--- src/sbi_map.vh ---
// register map, field positions and bus encodings for the system bus controller
`ifndef SBI_MAP_VH
`define SBI_MAP_VH
// ****************************************************************
// register offsets (byte addresses)
// ****************************************************************
`define SBI_REG_CTRL 8'h00
`define SBI_REG_CMD 8'h04
`define SBI_REG_ADDR_LO 8'h08
`define SBI_REG_ADDR_HI 8'h0C
`define SBI_REG_STATUS 8'h10
`define SBI_REG_CPU_CMD 8'h14
`define SBI_REG_CPU_ADDR_LO 8'h18
`define SBI_REG_CPU_ADDR_HI 8'h1C
`define SBI_REG_FILL 8'h20
`define SBI_REG_COUNT 8'h24
// ****************************************************************
// control fields
// ****************************************************************
`define SBI_CTRL_ABUS_REQ 0
`define SBI_CTRL_DBUS_REQ 1
`define SBI_CTRL_HOLD 2
`define SBI_CTRL_CLKMODE_LO 3
`define SBI_CTRL_CLKMODE_HI 4
`define SBI_CTRL_RESET 32'h0000_0000
// fill register fields
`define SBI_FILL_GO 0
`define SBI_FILL_SLOT 1
`define SBI_FILL_DIRTY 2
`define SBI_FILL_ERROR 3
// status fields
`define SBI_ST_CPU_VALID 0
`define SBI_ST_BUSY 1
`define SBI_ST_FILL_ACTIVE 2
`define SBI_ST_RESP_LO 4
`define SBI_ST_RESP_HI 5
`define SBI_ST_LANE_LO 8
`define SBI_ST_LANE_HI 11
`define SBI_ST_IO 12
`define SBI_ST_SIZE_LO 13
`define SBI_ST_SIZE_HI 14
// ****************************************************************
// command and response codes
// ****************************************************************
`define SBI_CMD_IDLE 4'h0
`define SBI_CMD_FLUSH 4'h1
`define SBI_CMD_INVAL 4'h2
`define SBI_CMD_READ 4'h4
`define SBI_CPU_WRITE_BLOCK 4'h6
`define SBI_CPU_MISS_ZERO 4'h8
`define SBI_CPU_MISS_ONE 4'h9
`define SBI_CPU_VICTIM 4'hC
`define SBI_RESP_NOTHING 2'h0
`define SBI_RESP_MISS_OR_CLEAN 2'h1
`define SBI_RESP_FROM_CACHE 2'h3
`define SBI_ADDR_IO_BIT 39
`define SBI_HOLD_LEAD 8'h02
`define SBI_CACK_GAP 2'h3
`endif

--- src/sbi_ctrl.v ---
// system-side bus controller: drives the processor bus pins from axi4-lite registers
`timescale 1ns/1ps
`include "sbi_map.vh"
module sbi_ctrl
(
  input wire aclk, // 125 MHz system clock
  input wire aresetn, // synchronous reset, low active
  input wire [31:0] s_axi_awaddr, // write address
  input wire s_axi_awvalid, // write address valid
  output reg s_axi_awready, // write address ready
  input wire [31:0] s_axi_wdata, // write data
  input wire [3:0] s_axi_wstrb, // write strobes
  input wire s_axi_wvalid, // write data valid
  output reg s_axi_wready, // write data ready
  output reg [1:0] s_axi_bresp, // write response
  output reg s_axi_bvalid, // write response valid
  input wire s_axi_bready, // write response ready
  input wire [31:0] s_axi_araddr, // read address
  input wire s_axi_arvalid, // read address valid
  output reg s_axi_arready, // read address ready
  output reg [31:0] s_axi_rdata, // read data
  output reg [1:0] s_axi_rresp, // read response
  output reg s_axi_rvalid, // read data valid
  input wire s_axi_rready, // read data ready
  input wire [39:4] addr_in, // address bus level seen at pins
  output reg [39:4] addr_out, // address bus drive value
  output reg addr_oe, // address bus drive enable
  input wire [3:0] cmd_in, // command bus level seen at pins
  output reg [3:0] cmd_out, // command bus drive value
  output reg cmd_oe, // command bus drive enable
  output reg addr_bus_req, // address bus request
  input wire [1:0] addr_res, // processor probe response
  output reg cack, // command acknowledge
  output reg dack, // data acknowledge
  output reg data_bus_req, // data bus request
  output reg fill_warn, // fill warning
  output reg fill_miss_select, // fill identification
  output reg fill_dirty, // fill dirty
  output reg fill_error, // fill error
  output reg board_cache_hold, // board cache idle request
  input wire [3:0] lane_valid_mask, // lane-valid mask from processor
  output reg [1:0] clk_mode // clock mode straps
);
  // ****************************************************************
  // pin synchronisers
  // ****************************************************************
  wire [47:0] sync_q;
  sbi_sync #(.W(48)) u_sync
  (
    .aclk(aclk),
    .aresetn(aresetn),
    .d({lane_valid_mask, addr_res, cmd_in, addr_in, 2'b00}),
    .q(sync_q)
  );
  wire [35:0] pin_addr = sync_q[37:2];
  wire [3:0] pin_cmd = sync_q[41:38];
  wire [1:0] pin_res = sync_q[43:42];
  wire [3:0] pin_lane = sync_q[47:44];
  // ****************************************************************
  // software registers
  // ****************************************************************
  reg [31:0] ctrl;
  reg [3:0] sys_cmd;
  reg [35:0] sys_addr;
  reg [3:0] cpu_cmd;
  reg [35:0] cpu_addr;
  reg [3:0] cpu_lane;
  reg cpu_valid;
  reg [1:0] last_resp;
  reg [7:0] machine_check_trap_count;
  reg [3:0] fill_ctl;
  reg fill_active;
  reg [7:0] hold_cnt;
  reg aw_hold;
  reg w_hold;
  reg [7:0] aw_addr;
  reg [31:0] w_data;
  reg [3:0] w_strb;
  reg cmd_go;
  reg fill_go;
  reg [1:0] cack_gap;
  // system command state machine
  localparam ST_IDLE = 2'b00;
  localparam ST_DRIVE = 2'b01;
  localparam ST_RELEASE = 2'b10;
  reg [1:0] state;
  reg [1:0] next_state;
  wire io_ref = cpu_addr[`SBI_ADDR_IO_BIT - 4];
  wire [1:0] io_size = cpu_addr[38 - 4 -: 2];
  // decoded processor command is a known request, reserved codes ignored
  wire cpu_cmd_known = (pin_cmd == `SBI_CPU_WRITE_BLOCK) ||
    (pin_cmd == `SBI_CPU_MISS_ZERO) || (pin_cmd == `SBI_CPU_MISS_ONE) ||
    (pin_cmd == `SBI_CPU_VICTIM);
  // ****************************************************************
  // axi4-lite write channel
  // ****************************************************************
  wire do_write = aw_hold && w_hold && !s_axi_bvalid;
  always @(posedge aclk)
  begin
    if (!aresetn)
    begin
      s_axi_awready <= 1'b1;
      s_axi_wready <= 1'b1;
      s_axi_bvalid <= 1'b0;
      s_axi_bresp <= 2'h0;
      aw_hold <= 1'b0;
      w_hold <= 1'b0;
      aw_addr <= 8'h00;
      w_data <= 32'h0000_0000;
      w_strb <= 4'h0;
      ctrl <= `SBI_CTRL_RESET;
      sys_cmd <= `SBI_CMD_IDLE;
      sys_addr <= 36'h0_0000_0000;
      fill_ctl <= 4'h0;
      cmd_go <= 1'b0;
      fill_go <= 1'b0;
    end
    else
    begin
      cmd_go <= 1'b0;
      fill_go <= 1'b0;
      if (s_axi_awvalid && s_axi_awready)
      begin
        aw_hold <= 1'b1;
        aw_addr <= s_axi_awaddr[7:0];
        s_axi_awready <= 1'b0;
      end
      if (s_axi_wvalid && s_axi_wready)
      begin
        w_hold <= 1'b1;
        w_data <= s_axi_wdata;
        w_strb <= s_axi_wstrb;
        s_axi_wready <= 1'b0;
      end
      if (do_write)
      begin
        aw_hold <= 1'b0;
        w_hold <= 1'b0;
        s_axi_bvalid <= 1'b1;
        s_axi_bresp <= 2'h0;
        case (aw_addr)
          `SBI_REG_CTRL:
            ctrl <= w_data & 32'h0000_001F;
          `SBI_REG_CMD:
          begin
            sys_cmd <= w_data[3:0];
            cmd_go <= (state == ST_IDLE);
          end
          `SBI_REG_ADDR_LO:
            sys_addr[27:0] <= w_data[31:4];
          `SBI_REG_ADDR_HI:
            sys_addr[35:28] <= w_data[7:0];
          `SBI_REG_FILL:
          begin
            fill_ctl <= w_data[3:0];
            fill_go <= w_data[`SBI_FILL_GO] && !fill_active;
          end
          `SBI_REG_STATUS:
            ;
          default:
            s_axi_bresp <= 2'h2;
        endcase
      end
      if (s_axi_bvalid && s_axi_bready)
      begin
        s_axi_bvalid <= 1'b0;
        s_axi_awready <= 1'b1;
        s_axi_wready <= 1'b1;
      end
    end
  end
  // ****************************************************************
  // axi4-lite read channel
  // ****************************************************************
  always @(posedge aclk)
  begin
    if (!aresetn)
    begin
      s_axi_arready <= 1'b1;
      s_axi_rvalid <= 1'b0;
      s_axi_rdata <= 32'h0000_0000;
      s_axi_rresp <= 2'h0;
    end
    else if (s_axi_rvalid)
    begin
      if (s_axi_rready)
      begin
        s_axi_rvalid <= 1'b0;
        s_axi_arready <= 1'b1;
      end
    end
    else if (s_axi_arvalid && s_axi_arready)
    begin
      s_axi_arready <= 1'b0;
      s_axi_rvalid <= 1'b1;
      s_axi_rresp <= 2'h0;
      s_axi_rdata <= 32'h0000_0000;
      case (s_axi_araddr[7:0])
        `SBI_REG_CTRL: s_axi_rdata <= ctrl;
        `SBI_REG_CMD: s_axi_rdata <= {28'h000_0000, sys_cmd};
        `SBI_REG_ADDR_LO: s_axi_rdata <= {sys_addr[27:0], 4'h0};
        `SBI_REG_ADDR_HI: s_axi_rdata <= {24'h00_0000, sys_addr[35:28]};
        `SBI_REG_STATUS:
          s_axi_rdata <= {17'h0_0000, io_size, io_ref, cpu_lane, 2'b00,
            last_resp, 1'b0, fill_active, (state != ST_IDLE), cpu_valid};
        `SBI_REG_CPU_CMD: s_axi_rdata <= {28'h000_0000, cpu_cmd};
        `SBI_REG_CPU_ADDR_LO: s_axi_rdata <= {cpu_addr[27:0], 4'h0};
        `SBI_REG_CPU_ADDR_HI: s_axi_rdata <= {24'h00_0000, cpu_addr[35:28]};
        `SBI_REG_FILL: s_axi_rdata <= {28'h000_0000, fill_ctl};
        `SBI_REG_COUNT: s_axi_rdata <= {24'h00_0000, machine_check_trap_count};
        default: s_axi_rresp <= 2'h2;
      endcase
    end
  end
  // ****************************************************************
  // system command sequencer
  // ****************************************************************
  always @*
  begin
    next_state = state;
    case (state)
      ST_IDLE:
        if (cmd_go)
          next_state = ST_DRIVE;
      ST_DRIVE:
        next_state = ST_RELEASE;
      ST_RELEASE:
        next_state = ST_IDLE;
      default:
        next_state = ST_IDLE;
    endcase
  end
  always @(posedge aclk)
  begin
    if (!aresetn)
    begin
      state <= ST_IDLE;
      addr_bus_req <= 1'b0;
      addr_out <= 36'h0_0000_0000;
      addr_oe <= 1'b0;
      cmd_out <= `SBI_CMD_IDLE;
      cmd_oe <= 1'b0;
      cack <= 1'b0;
      cpu_cmd <= `SBI_CMD_IDLE;
      cpu_addr <= 36'h0_0000_0000;
      cpu_lane <= 4'h0;
      cpu_valid <= 1'b0;
      last_resp <= `SBI_RESP_NOTHING;
      clk_mode <= 2'b00;
      data_bus_req <= 1'b0;
      cack_gap <= 2'h0;
    end
    else
    begin
      state <= next_state;
      clk_mode <= ctrl[`SBI_CTRL_CLKMODE_HI:`SBI_CTRL_CLKMODE_LO];
      data_bus_req <= ctrl[`SBI_CTRL_DBUS_REQ];
      // bus stays requested for the command and one turnaround cycle
      addr_bus_req <= ctrl[`SBI_CTRL_ABUS_REQ] || (next_state != ST_IDLE);
      addr_oe <= (next_state == ST_DRIVE);
      cmd_oe <= (next_state == ST_DRIVE);
      addr_out <= sys_addr;
      cmd_out <= (next_state == ST_DRIVE) ? sys_cmd : `SBI_CMD_IDLE;
      if (pin_res != `SBI_RESP_NOTHING)
        last_resp <= pin_res;
      // synced pins lag two edges, three after cack: without this gap an acked or echoed code is taken twice
      if (cack || addr_bus_req)
        cack_gap <= `SBI_CACK_GAP;
      else if (cack_gap != 2'h0)
        cack_gap <= cack_gap - 2'h1;
      // only sample the processor's commands while it owns the bus
      cack <= 1'b0;
      if (cack_gap == 2'h0 && !addr_bus_req && !cmd_oe && cpu_cmd_known && !cack)
      begin
        cack <= 1'b1;
        cpu_cmd <= pin_cmd;
        cpu_addr <= pin_addr;
        cpu_lane <= pin_lane;
        cpu_valid <= 1'b1;
      end
      else if (s_axi_arvalid && s_axi_arready && s_axi_araddr[7:0] == `SBI_REG_CPU_CMD)
        cpu_valid <= 1'b0;
    end
  end
  // ****************************************************************
  // fill sequencer
  // ****************************************************************
  // hold is raised a fixed lead ahead of fill data so the cache goes quiet
  always @(posedge aclk)
  begin
    if (!aresetn)
    begin
      fill_active <= 1'b0;
      hold_cnt <= 8'h00;
      fill_warn <= 1'b0;
      fill_miss_select <= 1'b0;
      fill_dirty <= 1'b0;
      fill_error <= 1'b0;
      dack <= 1'b0;
      board_cache_hold <= 1'b0;
      machine_check_trap_count <= 8'h00;
    end
    else
    begin
      fill_warn <= 1'b0;
      dack <= 1'b0;
      board_cache_hold <= ctrl[`SBI_CTRL_HOLD] || fill_go || (fill_active && hold_cnt != 8'h00);
      if (fill_go)
      begin
        fill_active <= 1'b1;
        hold_cnt <= `SBI_HOLD_LEAD;
        fill_miss_select <= fill_ctl[`SBI_FILL_SLOT];
        fill_dirty <= fill_ctl[`SBI_FILL_DIRTY];
      end
      else if (fill_active && hold_cnt != 8'h00)
      begin
        hold_cnt <= hold_cnt - 8'h01;
        if (hold_cnt == 8'h01)
        begin
          fill_warn <= 1'b1;
        end
      end
      else if (fill_active && fill_warn)
      begin
        // data cycle: acknowledge so the processor does not retry
        dack <= 1'b1;
        fill_error <= fill_ctl[`SBI_FILL_ERROR];
        if (fill_ctl[`SBI_FILL_ERROR])
          machine_check_trap_count <= machine_check_trap_count + 8'h01;
      end
      else if (fill_active)
      begin
        fill_active <= 1'b0;
        fill_error <= 1'b0;
        fill_dirty <= 1'b0;
        fill_miss_select <= 1'b0;
      end
    end
  end
endmodule

--- src/sbi_sync.v ---
// two-flop synchroniser bank for device-side pin inputs
`timescale 1ns/1ps
module sbi_sync #(parameter W = 1)
(
  input wire aclk, // system clock
  input wire aresetn, // synchronous reset, low active
  input wire [W-1:0] d, // asynchronous inputs
  output reg [W-1:0] q // synchronised outputs
);
  reg [W-1:0] meta;
  always @(posedge aclk)
  begin
    if (!aresetn)
    begin
      meta <= {W{1'b0}};
      q <= {W{1'b0}};
    end
    else
    begin
      meta <= d;
      q <= meta;
    end
  end
endmodule

--- config.mk ---
export PLATFORM = sky130hd
export DESIGN_NAME = sbi_ctrl
export DESIGN_NICKNAME = d
export VERILOG_FILES = /design/src/sbi_ctrl.v /design/src/sbi_sync.v
export VERILOG_INCLUDE_DIRS = /design/src
export SDC_FILE = /design/constraint.sdc
export NUM_CORES = 1
export LEC_CHECK = 0
export BUFFER_PORTS_ARGS = -buffer_cell sky130_fd_sc_hd__buf_2
export CORE_ASPECT_RATIO = 1.1
export CORE_MARGIN = 4
export CORE_UTILIZATION = 45
export DETAILED_ROUTE_END_ITERATION = 16
export GPL_ROUTABILITY_DRIVEN = 0
export HOLD_SLACK_MARGIN = 0.03
export PLACE_DENSITY = 0.67
export SYNTH_ARGS = -nofsm -noshare
export SYNTH_HDL_FRONTEND = slang
export SYNTH_HIERARCHICAL = 1
export SYNTH_SLANG_ARGS = --single-unit
--- constraint.sdc ---
create_clock -name aclk -period 5.7 [get_ports aclk]
set_clock_uncertainty 0.15 [all_clocks]
set_input_delay 0 -clock aclk [delete_from_list [all_inputs] [get_ports aclk]]
set_output_delay 0 -clock aclk [all_outputs]
set_load 0.01 [all_outputs]
Word level (Yosys, flattened, before mapping) --
Cells that the tools add are included.
Word-level totals: bits in registers 350, input bits 153, output and inout port bits 94, logic and storage cells 168
Cells by class: $add $sub $neg 3, eq/ne operators 24, mux-type cells 29, bitwise gates (word level) 4, reduce and logical (&&, ||, !) cells 62
Operator list (count):
- $pmux W32 S10 | 1
- $eq A8 B5 Y1 const B | 5
- $eq A8 B4 Y1 const B | 4
- $eq A8 B6 Y1 const B | 3
- $mux W1 | 20
- $reduce_bool A2 Y1 | 10
- $reduce_and A2 Y1 | 9
- $eq A8 B3 Y1 const B | 2
- $logic_not A8 Y1 | 2
- $logic_and A1 B1 Y1 | 14
- $mux W2 | 7
- $eq A4 B4 Y1 const B | 3
- $reduce_and A3 Y1 | 4
- $reduce_or A10 Y1 | 1
- $add A8 B1 Y8 const B | 1
- $eq A8 B1 Y1 const B | 1
- $reduce_bool A8 Y1 | 1
- $sub A8 B1 Y8 const B | 1
- $logic_or A1 B1 Y1 | 7
- $reduce_or A2 Y1 | 3
- $reduce_or A3 Y1 | 2
- $reduce_or A6 Y1 | 1
- $logic_not A1 Y1 | 5
- $eq A2 B1 Y1 const B | 2
- 8 further kinds | 13

Depth between registers and ports, before layout --
Gate-level depths: netlist of the first run.
depth after elaboration 7, gate-level depth with buffers 7

Hierarchy --
Netlist of the first run, hierarchy kept.
By module, submodules not included:
- sbi_ctrl | instances 1, cells an instance 1101, area an instance 10104.7 sq um, sequential area each 5044.8 sq um
- sbi_sync | instances 1, cells an instance 202, area an instance 2603.7 sq um, sequential area each 1921.8 sq um

Worst setup path before layout of the first run --
No wires, ideal clock.
kind flip-flop to flip-flop, start register hold_cnt[0], end register fill_dirty, setup time 76 ps, data arrival time 1685 ps, path slack 3789 ps, stages on the path, launching flop included 8, path buffers 1, path through dfxtp_1 -> inv_1 -> ha_1 -> nand4bb_1 -> clkbuf_1 -> nor3_1 -> or3b_2 -> a21boi_0
On the way: longest elaborated chain between the ends 4
Ends and longest elaborated chain:
- start, declared | line sbi_ctrl.v:73 | reg [7:0] hold_cnt;
- start signal, assigned | line sbi_ctrl.v:311 | hold_cnt <= `SBI_HOLD_LEAD;
- start signal, assigned | line sbi_ctrl.v:317 | hold_cnt <= hold_cnt - 8'h01;
- $reduce_bool A8 Y1 | line sbi_ctrl.v:315 | else if (fill_active && hold_cnt != 8'h00)
- $logic_and A1 B1 Y1 | line sbi_ctrl.v:315
- $ne A2 B2 Y1 (no source line)
- $reduce_and A3 Y1 (no source line)
- end signal, assigned | line sbi_ctrl.v:313 | fill_dirty <= fill_ctl[`SBI_FILL_DIRTY];
- end, declared | line sbi_ctrl.v:38 | output reg fill_dirty,
No other way between the ends. A chain may end at the register's enable or synchronous reset.

Worst setup path in the final report of the first run --
start input s_axi_araddr[3], end register s_axi_rdata[0]
On the way: longest elaborated chain between the ends 2, elaborated cells between the ends (all ways) 11
Ends and longest elaborated chain:
- start, declared | line sbi_ctrl.v:18 | input wire [31:0] s_axi_araddr,
- $eq A8 B6 Y1, or another cell as far along | line sbi_ctrl.v:198 | case (s_axi_araddr[7:0])
- $pmux W32 S10 (*) | line sbi_ctrl.v:198
- end signal, assigned | line sbi_ctrl.v:199 | `SBI_REG_CTRL: s_axi_rdata <= ctrl;
- end signal, assigned | line sbi_ctrl.v:200 | `SBI_REG_CMD: s_axi_rdata <= {28'h000_0000, sys_cmd};
- end signal, assigned | line sbi_ctrl.v:201 | `SBI_REG_ADDR_LO: s_axi_rdata <= {sys_addr[27:0], 4'h0};
- end, declared | line sbi_ctrl.v:21 | output reg [31:0] s_axi_rdata,
Mark *: on every way between the ends. The rest lies on a longest branch, timed or not.

==> metrics.log, run 1 <==
[metrics] Period Utilization, post-route: 0.526
[metrics] number of iterations in the first detailed-routing pass: 5
[metrics] area overhead of the layout relative to synthesis: 27.8%
[metrics] Reg2Reg Launch Point: aw_addr[7]
[metrics] grt ovf: 0
[metrics] final count of pins violating max slew: 0
[metrics] setup repair after global routing missed its margin: no
[metrics] top library cells by usage in the layout, fill and taps aside: sky130_fd_sc_hd__dfxtp_1 (344), sky130_fd_sc_hd__nand2_1 (194), sky130_fd_sc_hd__buf_2 (191), sky130_fd_sc_hd__and2_1 (133), sky130_fd_sc_hd__dlygate4sd3_1 (125)
[metrics] worst setup timing slack at the placement stage: 3.22 ns
[metrics] measured slew at the worst slew-check pin: 1.16 ns
[metrics] mean area per synthesized cell: 9.73 µm²
[metrics] hold endpoint: u_sync/meta[12]
[metrics] type of element launching the critical path: input pin
[metrics] FF-to-FF End: sys_addr[21]
[metrics] worst hold path cell count: 3
[metrics] result of the run: completed
[metrics] H-tree depth: 2
[metrics] Hold Fails Final Rpt: 0
[metrics] post-route setup TNS: 0 ns
[metrics] hold path startpoint: addr_in[14]
[metrics] most common cell after layout, fill and taps aside: sky130_fd_sc_hd__dfxtp_1
[metrics] fill cell instance count of the final layout: 2410
[metrics] CTS max path bufs: 3
[metrics] Static Leakage: 0.00664 µW
[metrics] count of cells along the worst register-to-register path: 4
[metrics] maximum vdd ir drop: 0.177 mV
[metrics] final critical delay including setup and external delays: 3.00 ns
[metrics] WHS: 0.0735 ns
[metrics] number of buffers added by the clock tree synthesis step: 35
[metrics] TritonCTS clock tree: built
[metrics] final instance area: 0.0161 mm²
[metrics] number of top-level pins: 247
[metrics] GRT Util Overall: 0.194
[metrics] data required time at the worst endpoint: 6.00 ns
[metrics] Wirelength per Cell: 15.6 µm
[metrics] Max FO, Critical Path: 26
[metrics] detailed-route via count: 9601
[metrics] data arrival time at the worst-slack endpoint: 3.30 ns
[metrics] initial cell density of the core: 0.455
[metrics] final setup margin: 2.70 ns
[metrics] synthesized cell area: 0.0126 mm²
[metrics] first-pass GRT wire length: 49300 µm
[metrics] average via count per standard cell: 4.91
[metrics] startpoint of the most critical setup path: s_axi_araddr[3]
[metrics] Worst Setup Path Type: in2reg
[metrics] Port Buffers: 192
[metrics] sum of net half-perimeters after detailed placement: 19800 µm
[metrics] maximum number of pins on one net before global-route repair: 245
[metrics] # nets final: 1725
[metrics] Iter 0 DRT Violations: 701
[metrics] master cell of the clock root buffer: sky130_fd_sc_hd__clkbuf_16
[metrics] height of the die: 184 µm
[metrics] standard cell area after detailed placement: 0.0137 mm²
[metrics] class of the worst hold path: in2reg
[metrics] count of max-cap constraint violations: 0
[metrics] Core Area: 0.0277 mm²
[metrics] CTS clock-pin slew for the worst setup and hold paths: 0.06 ns
[metrics] maximum frequency from static timing analysis: 333 MHz
[metrics] Die Footprint: 0.0308 mm²
[metrics] count of standard-cell rows: 64
[metrics] wire length reported by the detailed router: 30400 µm
[metrics] final setup fails: 0
[metrics] die width: 168 µm
[metrics] number of global-route vias before repair: 9437
[metrics] Synth warnings: 6
[metrics] Post-CTS Repair Setup Buffers: 0
[metrics] worst reg-to-reg setup slack: 3.20 ns
[metrics] Relative slew margins: 0.225
[metrics] synthesized instance count: 1295
[metrics] antenna diode count: 0
[metrics] fraction of final layout cells with drive strength greater than 1: 0.177
[metrics] clk sinks: 344
[metrics] critical path endpoint category: register
[metrics] clock latency of the later-clocked register in the worst-skew pair: 0.51 ns
[metrics] Antenna Nets Post-Route: 0
[metrics] Power Dens Cells: 325 mW/mm²
[metrics] initial antenna violation count: 0
[metrics] DRC errors left: 0
power breakdown:
part | leakage [µW] | switching (µW) | internal [µW]
clock network | 0.000559 | 911 | 1350
registers | 0.00280 | 33.8 | 2470
logic | 0.00329 | 276 | 190
per-stage QoR:
| stage | power [µW] | utilization | cells |
|---|---|---|---|
| 3_3_place_gp | 2950 | 0.495 | 1768 |
| 6_report | 5230 | 0.581 | 1955 |
| 3_5_place_dp | 2960 | 0.495 | 1768 |
| 2_1_floorplan | 2830 | - | 1296 |
| 5_1_grt | 5450 | 0.581 | 1955 |
| 4_1_cts | 5290 | 0.581 | 1955 |
per-layer routing:
metal,track usage,share of wire
met5,0,0
met4,0.0708,0.034
met3,0.0303,0.047
met2,0.304,0.44
met1,0.273,0.48
cell type report:
| cell class | instances | area, µm² | share of cell area |
|---|---|---|---|
| clock buffers | 52 | 1030 | 0.0639 |
| clock inverters | 10 | 116 | 0.00723 |
| inverters | 17 | 63.8 | 0.00396 |
| multi-input cells | 843 | 5260 | 0.326 |
| flip-flops and latches | 344 | 6890 | 0.428 |
| well taps | 363 | 454 | 0.0282 |
| repair buffers | 326 | 2300 | 0.143 |
what timing repair did:
action | 4_1_cts | 5_1_grt
resized for setup | 0 | 0
hold buffers | 125 | 0
endpoints found under the hold margin | 162 | 0
sequential cells by signal, indices dropped and copies added (netlist names), 5 cells and up:
signal,count
machine_check_trap_count,8
cpu_addr,36
ctrl,5
sys_addr,36
u_sync/meta,46
hold_cnt,8
u_sync/q,46
addr_out,36
aw_addr,8
w_data,32
s_axi_rdata,32
how the worst max path moves through the flow:
stage | end | slack, ns | depth (start not counted)
2_1_floorplan | fill_dirty | 3.79 | 7
5_1_grt | s_axi_rdata[0] | 2.53 | 8
3_5_place_dp | sys_addr[25] | 3.22 | 4
4_1_cts | s_axi_rdata[0] | 2.79 | 8
6_report | s_axi_rdata[0] | 2.70 | 8
3_3_place_gp | sys_addr[24] | 3.27 | 4
critical path, stage by stage:
cell and delay (ns):
sky130_fd_sc_hd__dlygate4sd3_1 0.54, sky130_fd_sc_hd__buf_2 0.31, sky130_fd_sc_hd__or4b_2 0.75, sky130_fd_sc_hd__nor3_1 0.26, sky130_fd_sc_hd__a32oi_1 0.11, sky130_fd_sc_hd__dlygate4sd3_1 0.60, sky130_fd_sc_hd__o21ai_0 0.15, sky130_fd_sc_hd__dlygate4sd3_1 0.57
Note: power is estimated with default switching activity, not from simulation.
==> run 2: changes to the inputs <==
--- a/config.mk
+++ b/config.mk
@@ -6,6 +6,7 @@
 export SDC_FILE = /design/constraint.sdc
 export NUM_CORES = 1
 export LEC_CHECK = 0
+export ABC_AREA = 1
 export BUFFER_PORTS_ARGS = -buffer_cell sky130_fd_sc_hd__buf_2
 export CORE_ASPECT_RATIO = 1.1
 export CORE_MARGIN = 4
==> constraint.sdc (replaced) <==
create_clock -name aclk -period 2.79 [get_ports aclk]
set_clock_uncertainty 0.15 [all_clocks]
set_input_delay 0 -clock aclk [delete_from_list [all_inputs] [get_ports aclk]]
set_output_delay 0 -clock aclk [all_outputs]
set_load 0.01 [all_outputs]
==> run 2 against run 1 <==
Against the previous run:
- hold slack worse by 0.023 ns
- die area decreased by 1.5%
- sequential share of layout area down 0.75 points
- critical path type unchanged
- utilization is 2.5 points higher
- power increased by 110%
- wire length is 8.1% higher
- non-clock buffer count rose by 50
- sequential cell count is the same
==> metrics.log, run 2 <==
[metrics] Worst Setup Path Type: in2reg
[metrics] most common cell after layout, fill and taps aside: sky130_fd_sc_hd__dfxtp_1
[metrics] number of top-level pins: 247
[metrics] clock latency of the later-clocked register in the worst-skew pair: 0.51 ns
[metrics] first-pass GRT wire length: 53200 µm
[metrics] data arrival time at the worst-slack endpoint: 2.81 ns
[metrics] leading registers by flop count: u_sync/meta x46, u_sync/q x46
[metrics] measured slew at the worst slew-check pin: 0.709 ns
[metrics] final instance area: 0.0164 mm²
[metrics] Relative slew margins: 0.526
[metrics] initial cell density of the core: 0.459
[metrics] GRT Util Overall: 0.210
[metrics] Power Dens Cells: 657 mW/mm²
[metrics] class of the worst hold path: in2reg
[metrics] # nets final: 2094
[metrics] Iter 0 DRT Violations: 960
[metrics] critical path endpoint category: register
[metrics] Wirelength per Cell: 14.2 µm
[metrics] CTS clock-pin slew for the worst setup and hold paths: 0.06 ns
[metrics] synthesized cell area: 0.0124 mm²
[metrics] mean area per synthesized cell: 7.75 µm²
[metrics] maximum vdd ir drop: 0.381 mV
[metrics] FF+latch area: 0.00689 mm²
[metrics] initial antenna violation count: 0
[metrics] Post-CTS Repair Setup Buffers: 0
[metrics] worst hold path cell count: 6
[metrics] average via count per standard cell: 4.81
[metrics] CTS max path bufs: 3
[metrics] result of the run: completed
[metrics] Seq pwr share: 0.487
[metrics] count of cells along the worst register-to-register path: 6
[metrics] Max FO, Critical Path: 84
[metrics] master cell of the clock root buffer: sky130_fd_sc_hd__clkbuf_16
[metrics] data required time at the worst endpoint: 3.09 ns
[metrics] final count of pins violating max slew: 0
[metrics] TritonCTS clock tree: built
[metrics] type of element launching the critical path: input pin
[metrics] area of the multi-input gates: 0.00432 mm²
[metrics] sum of net half-perimeters after detailed placement: 20800 µm
[metrics] cell internal pwr: 8300 µW
[metrics] net switching share of the total power: 0.229
[metrics] Comb power frac: 0.088
[metrics] fill cell instance count of the final layout: 2392
[metrics] detailed-route via count: 11100
[metrics] Static Leakage: 0.00789 µW
[metrics] wire length reported by the detailed router: 32900 µm
[metrics] height of the die: 182 µm
[metrics] post-route setup TNS: 0 ns
[metrics] die width: 166 µm
[metrics] final setup fails: 0
[metrics] H-tree depth: 2
[metrics] Period Utilization, post-route: 0.899
[metrics] standard cell area after detailed placement: 0.0136 mm²
[metrics] number of iterations in the first detailed-routing pass: 5
[metrics] setup repair after global routing missed its margin: no
[metrics] fraction of final layout cells with drive strength greater than 1: 0.153
[metrics] Core Area: 0.0270 mm²
[metrics] Port Buffers: 192
[metrics] clk sinks: 344
[metrics] clock group share of total power: 0.425
[metrics] antenna diode count: 0
[metrics] number of buffers added by the clock tree synthesis step: 35
[metrics] count of standard-cell rows: 63
[metrics] grt ovf: 0
[metrics] number of global-route vias before repair: 10600
[metrics] Synth warnings: 6
[metrics] top library cells by usage in the layout, fill and taps aside: sky130_fd_sc_hd__dfxtp_1 (344), sky130_fd_sc_hd__nand2_1 (323), sky130_fd_sc_hd__nor2_1 (215), sky130_fd_sc_hd__inv_1 (201), sky130_fd_sc_hd__buf_2 (191)
[metrics] Antenna Nets Post-Route: 0
[metrics] DRC errors left: 0
[metrics] maximum frequency from static timing analysis: 399 MHz
[metrics] synthesized instance count: 1601
[metrics] maximum number of pins on one net before global-route repair: 169
[metrics] Hold Fails Final Rpt: 0
[metrics] area overhead of the layout relative to synthesis: 32.1%
[metrics] Die Footprint: 0.0303 mm²
[metrics] net switching component of the power: 2470 µW
[metrics] count of max-cap constraint violations: 0
[metrics] final critical delay including setup and external delays: 2.51 ns
-- run 2: area by class of cell --
class | instances | area share
flip-flops and latches | 344 | 0.420
multi-input cells | 962 | 0.264
clock inverters | 7 | 0.00542
clock buffers | 49 | 0.0629
well taps | 357 | 0.0272
repair buffers | 376 | 0.171
inverters | 217 | 0.0497
-- run 2: power by group through the flow --
| stage | clock [µW] | combinational [µW] | sequential [µW] |
|---|---|---|---|
| finish | 4570 | 951 | 5240 |
| global route | 4870 | 1070 | 5260 |
| CTS | 4660 | 931 | 5240 |
| detailed placement | 0 | 728 | 5350 |
| global placement | 0 | 703 | 5340 |
| floorplan | 0 | 491 | 5320 |
-- run 2: final timing paths --
kind,from,endpoint,slack [ns]
setup / recovery,aresetn,w_data[31],0.28
hold / removal,s_axi_araddr[4],s_axi_rresp[1],0.05
setup reg to reg,s_axi_wready,w_data[0],0.36
hold reg to reg,u_sync/meta[23],u_sync/q[23],0.25
-- run 2: repair_timing --
action                                  in CTS  in global routing
endpoints found under the setup margin       0                  9
hold buffers                               166                  0
gates resized for setup                      0                  1
hold endpoints to repair                   135                  0
-- run 2: metal layers --
metal	vias up	global-route usage	routed length, µm
li1	5619	-	-
met1	4953	0.286	14700
met2	459	0.332	14600
met3	83	0.0379	2320
met4	0	0.0894	1200
met5	-	0	0
-- run 2: critical path, cell delays in order --
cell	delay (ns)
sky130_fd_sc_hd__dlygate4sd3_1	0.55
sky130_fd_sc_hd__buf_6	0.43
sky130_fd_sc_hd__buf_16	0.32
sky130_fd_sc_hd__o21ai_0	0.17
sky130_fd_sc_hd__dlygate4sd3_1	0.60
sky130_fd_sc_hd__nor2_1	0.09
sky130_fd_sc_hd__dlygate4sd3_1	0.55
-- run 2: per-stage QoR --
| step | worst slack, ns | utilization | instances | power, µW | hold slack (ns) |
|---|---|---|---|---|---|
| after detailed placement | 0.683 | 0.502 | 2089 | 6070 | 0.0340 |
| final | 0.282 | 0.606 | 2312 | 10800 | 0.0501 |
| after global placement | 0.734 | 0.502 | 2089 | 6040 | 0.0336 |
| after floorplan | 1.17 | - | 1602 | 5810 | -0.0524 |
| after global routing | 0.204 | 0.606 | 2312 | 11200 | 0.0714 |
| after CTS | 0.136 | 0.605 | 2311 | 10800 | 0.0302 |
==> run 3: changes to the inputs <==
==> constraint.sdc (replaced) <==
create_clock -name aclk -period 2.55 [get_ports aclk]
set_clock_uncertainty 0.15 [all_clocks]
set_input_delay 0 -clock aclk [delete_from_list [all_inputs] [get_ports aclk]]
set_output_delay 0 -clock aclk [all_outputs]
set_load 0.01 [all_outputs]
==> run 3 against run 2 <==
Against the previous run:
- utilization increased by 0.44 points
- via count is 0.23% higher
- non-clock buffer count rose by 2
- final cell count grew 0.35%
- sequential power is 9.5% higher
- power rose by 12%
- clock power grew 16%
- first-iteration DRC count decreased by 5.2%
- setup slack got worse by 0.20 ns
- sequential share of layout area fell by 0.30 points
- hold slack gained 0.0046 ns
- critical endpoint is now aw_addr[5]
==> metrics.log, run 3 (synthesis results as in run 2) <==
[metrics] grt ovf: 0
[metrics] maximum vdd ir drop: 0.516 mV
[metrics] first-pass GRT wire length: 53700 µm
[metrics] class of the worst hold path: in2reg
[metrics] result of the run: completed
[metrics] initial antenna violation count: 1
[metrics] Worst Setup Path Type: reg2reg
[metrics] final setup fails: 0
[metrics] FF+latch area: 0.00689 mm²
[metrics] TritonCTS clock tree: built
[metrics] Port Buffers: 192
[metrics] cell class contributing the biggest share of worst-path delay: buffers and inverters
[metrics] Comb power frac: 0.087
[metrics] Seq pwr share: 0.475
[metrics] maximum frequency from static timing analysis: 405 MHz
[metrics] data required time at the worst endpoint: 2.78 ns
[metrics] type of element launching the critical path: register
[metrics] clk sinks: 344
[metrics] Hold Fails Final Rpt: 0
[metrics] net switching component of the power: 2800 µW
[metrics] H-tree depth: 2
[metrics] Core Area: 0.0270 mm²
[metrics] number of iterations in the first detailed-routing pass: 5
[metrics] setup repair after global routing missed its margin: no
[metrics] area overhead of the layout relative to synthesis: 33.0%
[metrics] most common cell after layout, fill and taps aside: sky130_fd_sc_hd__dfxtp_1
[metrics] maximum number of pins on one net before global-route repair: 170
[metrics] GRT Util Overall: 0.212
[metrics] Wirelength per Cell: 14.5 µm
[metrics] final critical delay including setup and external delays: 2.47 ns
[metrics] detailed-route via count: 11100
[metrics] CTS clock-pin slew for the worst setup and hold paths: 0.06 ns
[metrics] die width: 166 µm
[metrics] critical path endpoint category: register
[metrics] Die Footprint: 0.0303 mm²
[metrics] fill cell instance count of the final layout: 2411
[metrics] Post-CTS Repair Setup Buffers: 0
[metrics] master cell of the clock root buffer: sky130_fd_sc_hd__clkbuf_16
[metrics] average via count per standard cell: 4.80
[metrics] height of the die: 182 µm
[metrics] number of top-level pins: 247
[metrics] number of global-route vias before repair: 10700
[metrics] DRC errors left: 0
[metrics] Static Leakage: 0.00788 µW
[metrics] number of buffers added by the clock tree synthesis step: 35
[metrics] Max FO, Critical Path: 14
[metrics] clock group share of total power: 0.438
[metrics] net switching share of the total power: 0.232
[metrics] initial cell density of the core: 0.459
[metrics] leading registers by flop count: u_sync/meta x46, u_sync/q x46
[metrics] count of max-cap constraint violations: 0
[metrics] cell internal pwr: 9270 µW
[metrics] worst setup timing slack at the placement stage: 0.639 ns
[metrics] Antenna Nets Post-Route: 0
[metrics] Iter 0 DRT Violations: 910
[metrics] measured slew at the worst slew-check pin: 0.774 ns
[metrics] antenna diode count: 0
[metrics] critical-path cell with the highest stage delay: sky130_fd_sc_hd__dlygate4sd3_1
[metrics] final count of pins violating max slew: 0
[metrics] count of standard-cell rows: 63
[metrics] total buffers and inverters traversed by the critical path: 2
[metrics] final setup margin: 0.0794 ns
[metrics] Power Dens Cells: 731 mW/mm²
[metrics] dominant cell type by count on the critical path: sky130_fd_sc_hd__dlygate4sd3_1
[metrics] Relative slew margins: 0.482
[metrics] critical-path cell list: nand2_1 > o21ai_0 > dlygate4sd3_1 > a21oi_1 > dlygate4sd3_1
[metrics] # nets final: 2096
[metrics] top library cells by usage in the layout, fill and taps aside: sky130_fd_sc_hd__dfxtp_1 (344), sky130_fd_sc_hd__nand2_1 (323), sky130_fd_sc_hd__nor2_1 (215), sky130_fd_sc_hd__inv_1 (201), sky130_fd_sc_hd__buf_2 (191)
[metrics] critical path's largest stage delay: 0.62 ns
[metrics] data arrival time at the worst-slack endpoint: 2.70 ns
[metrics] area of the multi-input gates: 0.00432 mm²
[metrics] sum of net half-perimeters after detailed placement: 20700 µm
[metrics] Period Utilization, post-route: 0.969
[metrics] wire length reported by the detailed router: 33700 µm
[metrics] post-route setup TNS: 0 ns
[metrics] clock latency of the later-clocked register in the worst-skew pair: 0.51 ns
[metrics] fraction of final layout cells with drive strength greater than 1: 0.157
[metrics] CTS max path bufs: 3
## run 3: cell count changes in the layout (fill, tap and decap cells not counted), sizes merged
cell | before | now
inv | 216 | 217
clkbuf | 50 | 53
clkinv | 6 | 7
buf | 209 | 211
bufinv | 2 | 3
## run 3: power by group through the flow
| stage | registers [µW] | logic, µW | clock network [µW] |
|---|---|---|---|
| after floorplan | 5820 | 537 | 0 |
| after global placement | 5840 | 783 | 0 |
| after detailed placement | 5850 | 805 | 0 |
| after CTS | 5730 | 1010 | 5350 |
| after global routing | 5760 | 1160 | 5590 |
| final | 5740 | 1040 | 5290 |
## run 3: final timing paths
kind	start	end	slack, ns	depth (start not counted)
max	s_axi_awready	aw_addr[5]	0.08	5
min	s_axi_araddr[3]	s_axi_rresp[1]	0.05	7
max reg2reg	s_axi_awready	aw_addr[5]	0.08	5
min reg2reg	u_sync/meta[46]	u_sync/q[46]	0.26	2
## run 3: layer usage
| metal | share of wire | vias to the layer above | GRT usage |
|---|---|---|---|
| li1 | - | 5641 | - |
| met4 | 0.033 | 2 | 0.0812 |
| met5 | 0.00050 | - | 0 |
| met1 | 0.44 | 4981 | 0.289 |
| met3 | 0.071 | 91 | 0.0379 |
| met2 | 0.45 | 425 | 0.339 |
## run 3: layout make-up
cell class	instances	area share
clock inverters	10	0.00909
well taps	357	0.0271
repair buffers	378	0.171
clock buffers	52	0.0643
multi-input cells	962	0.262
flip-flops and latches	344	0.417
inverters	217	0.0493
## run 3: worst reg2reg max path: cells and delay by family, from the launching register on
kind	cells	cell delay, ns
buffers and inverters	2	1.23
flip-flops	1	0.36
AO/OA/AOI/OAI	2	0.35
AND/OR/NAND/NOR	1	0.26
## run 3: metrics by stage
step                utilization  power [µW]  instance area, µm²  hold WS, ns  cells
detailed placement        0.503        6660               13600       0.0352   2091
global route              0.611       12500               16500        0.124   2320
CTS                       0.610       12100               16500       0.0413   2319
floorplan                     -        6350               12400      -0.0524   1602
finish                    0.611       12100               16500       0.0547   2320
global placement          0.503        6630               13600       0.0337   2091
## run 3: what timing repair did
item,CTS,global route
hold buffers,166,0
endpoints found under the hold margin,157,0
endpoints found under the setup margin,0,7
gates resized for setup,0,1
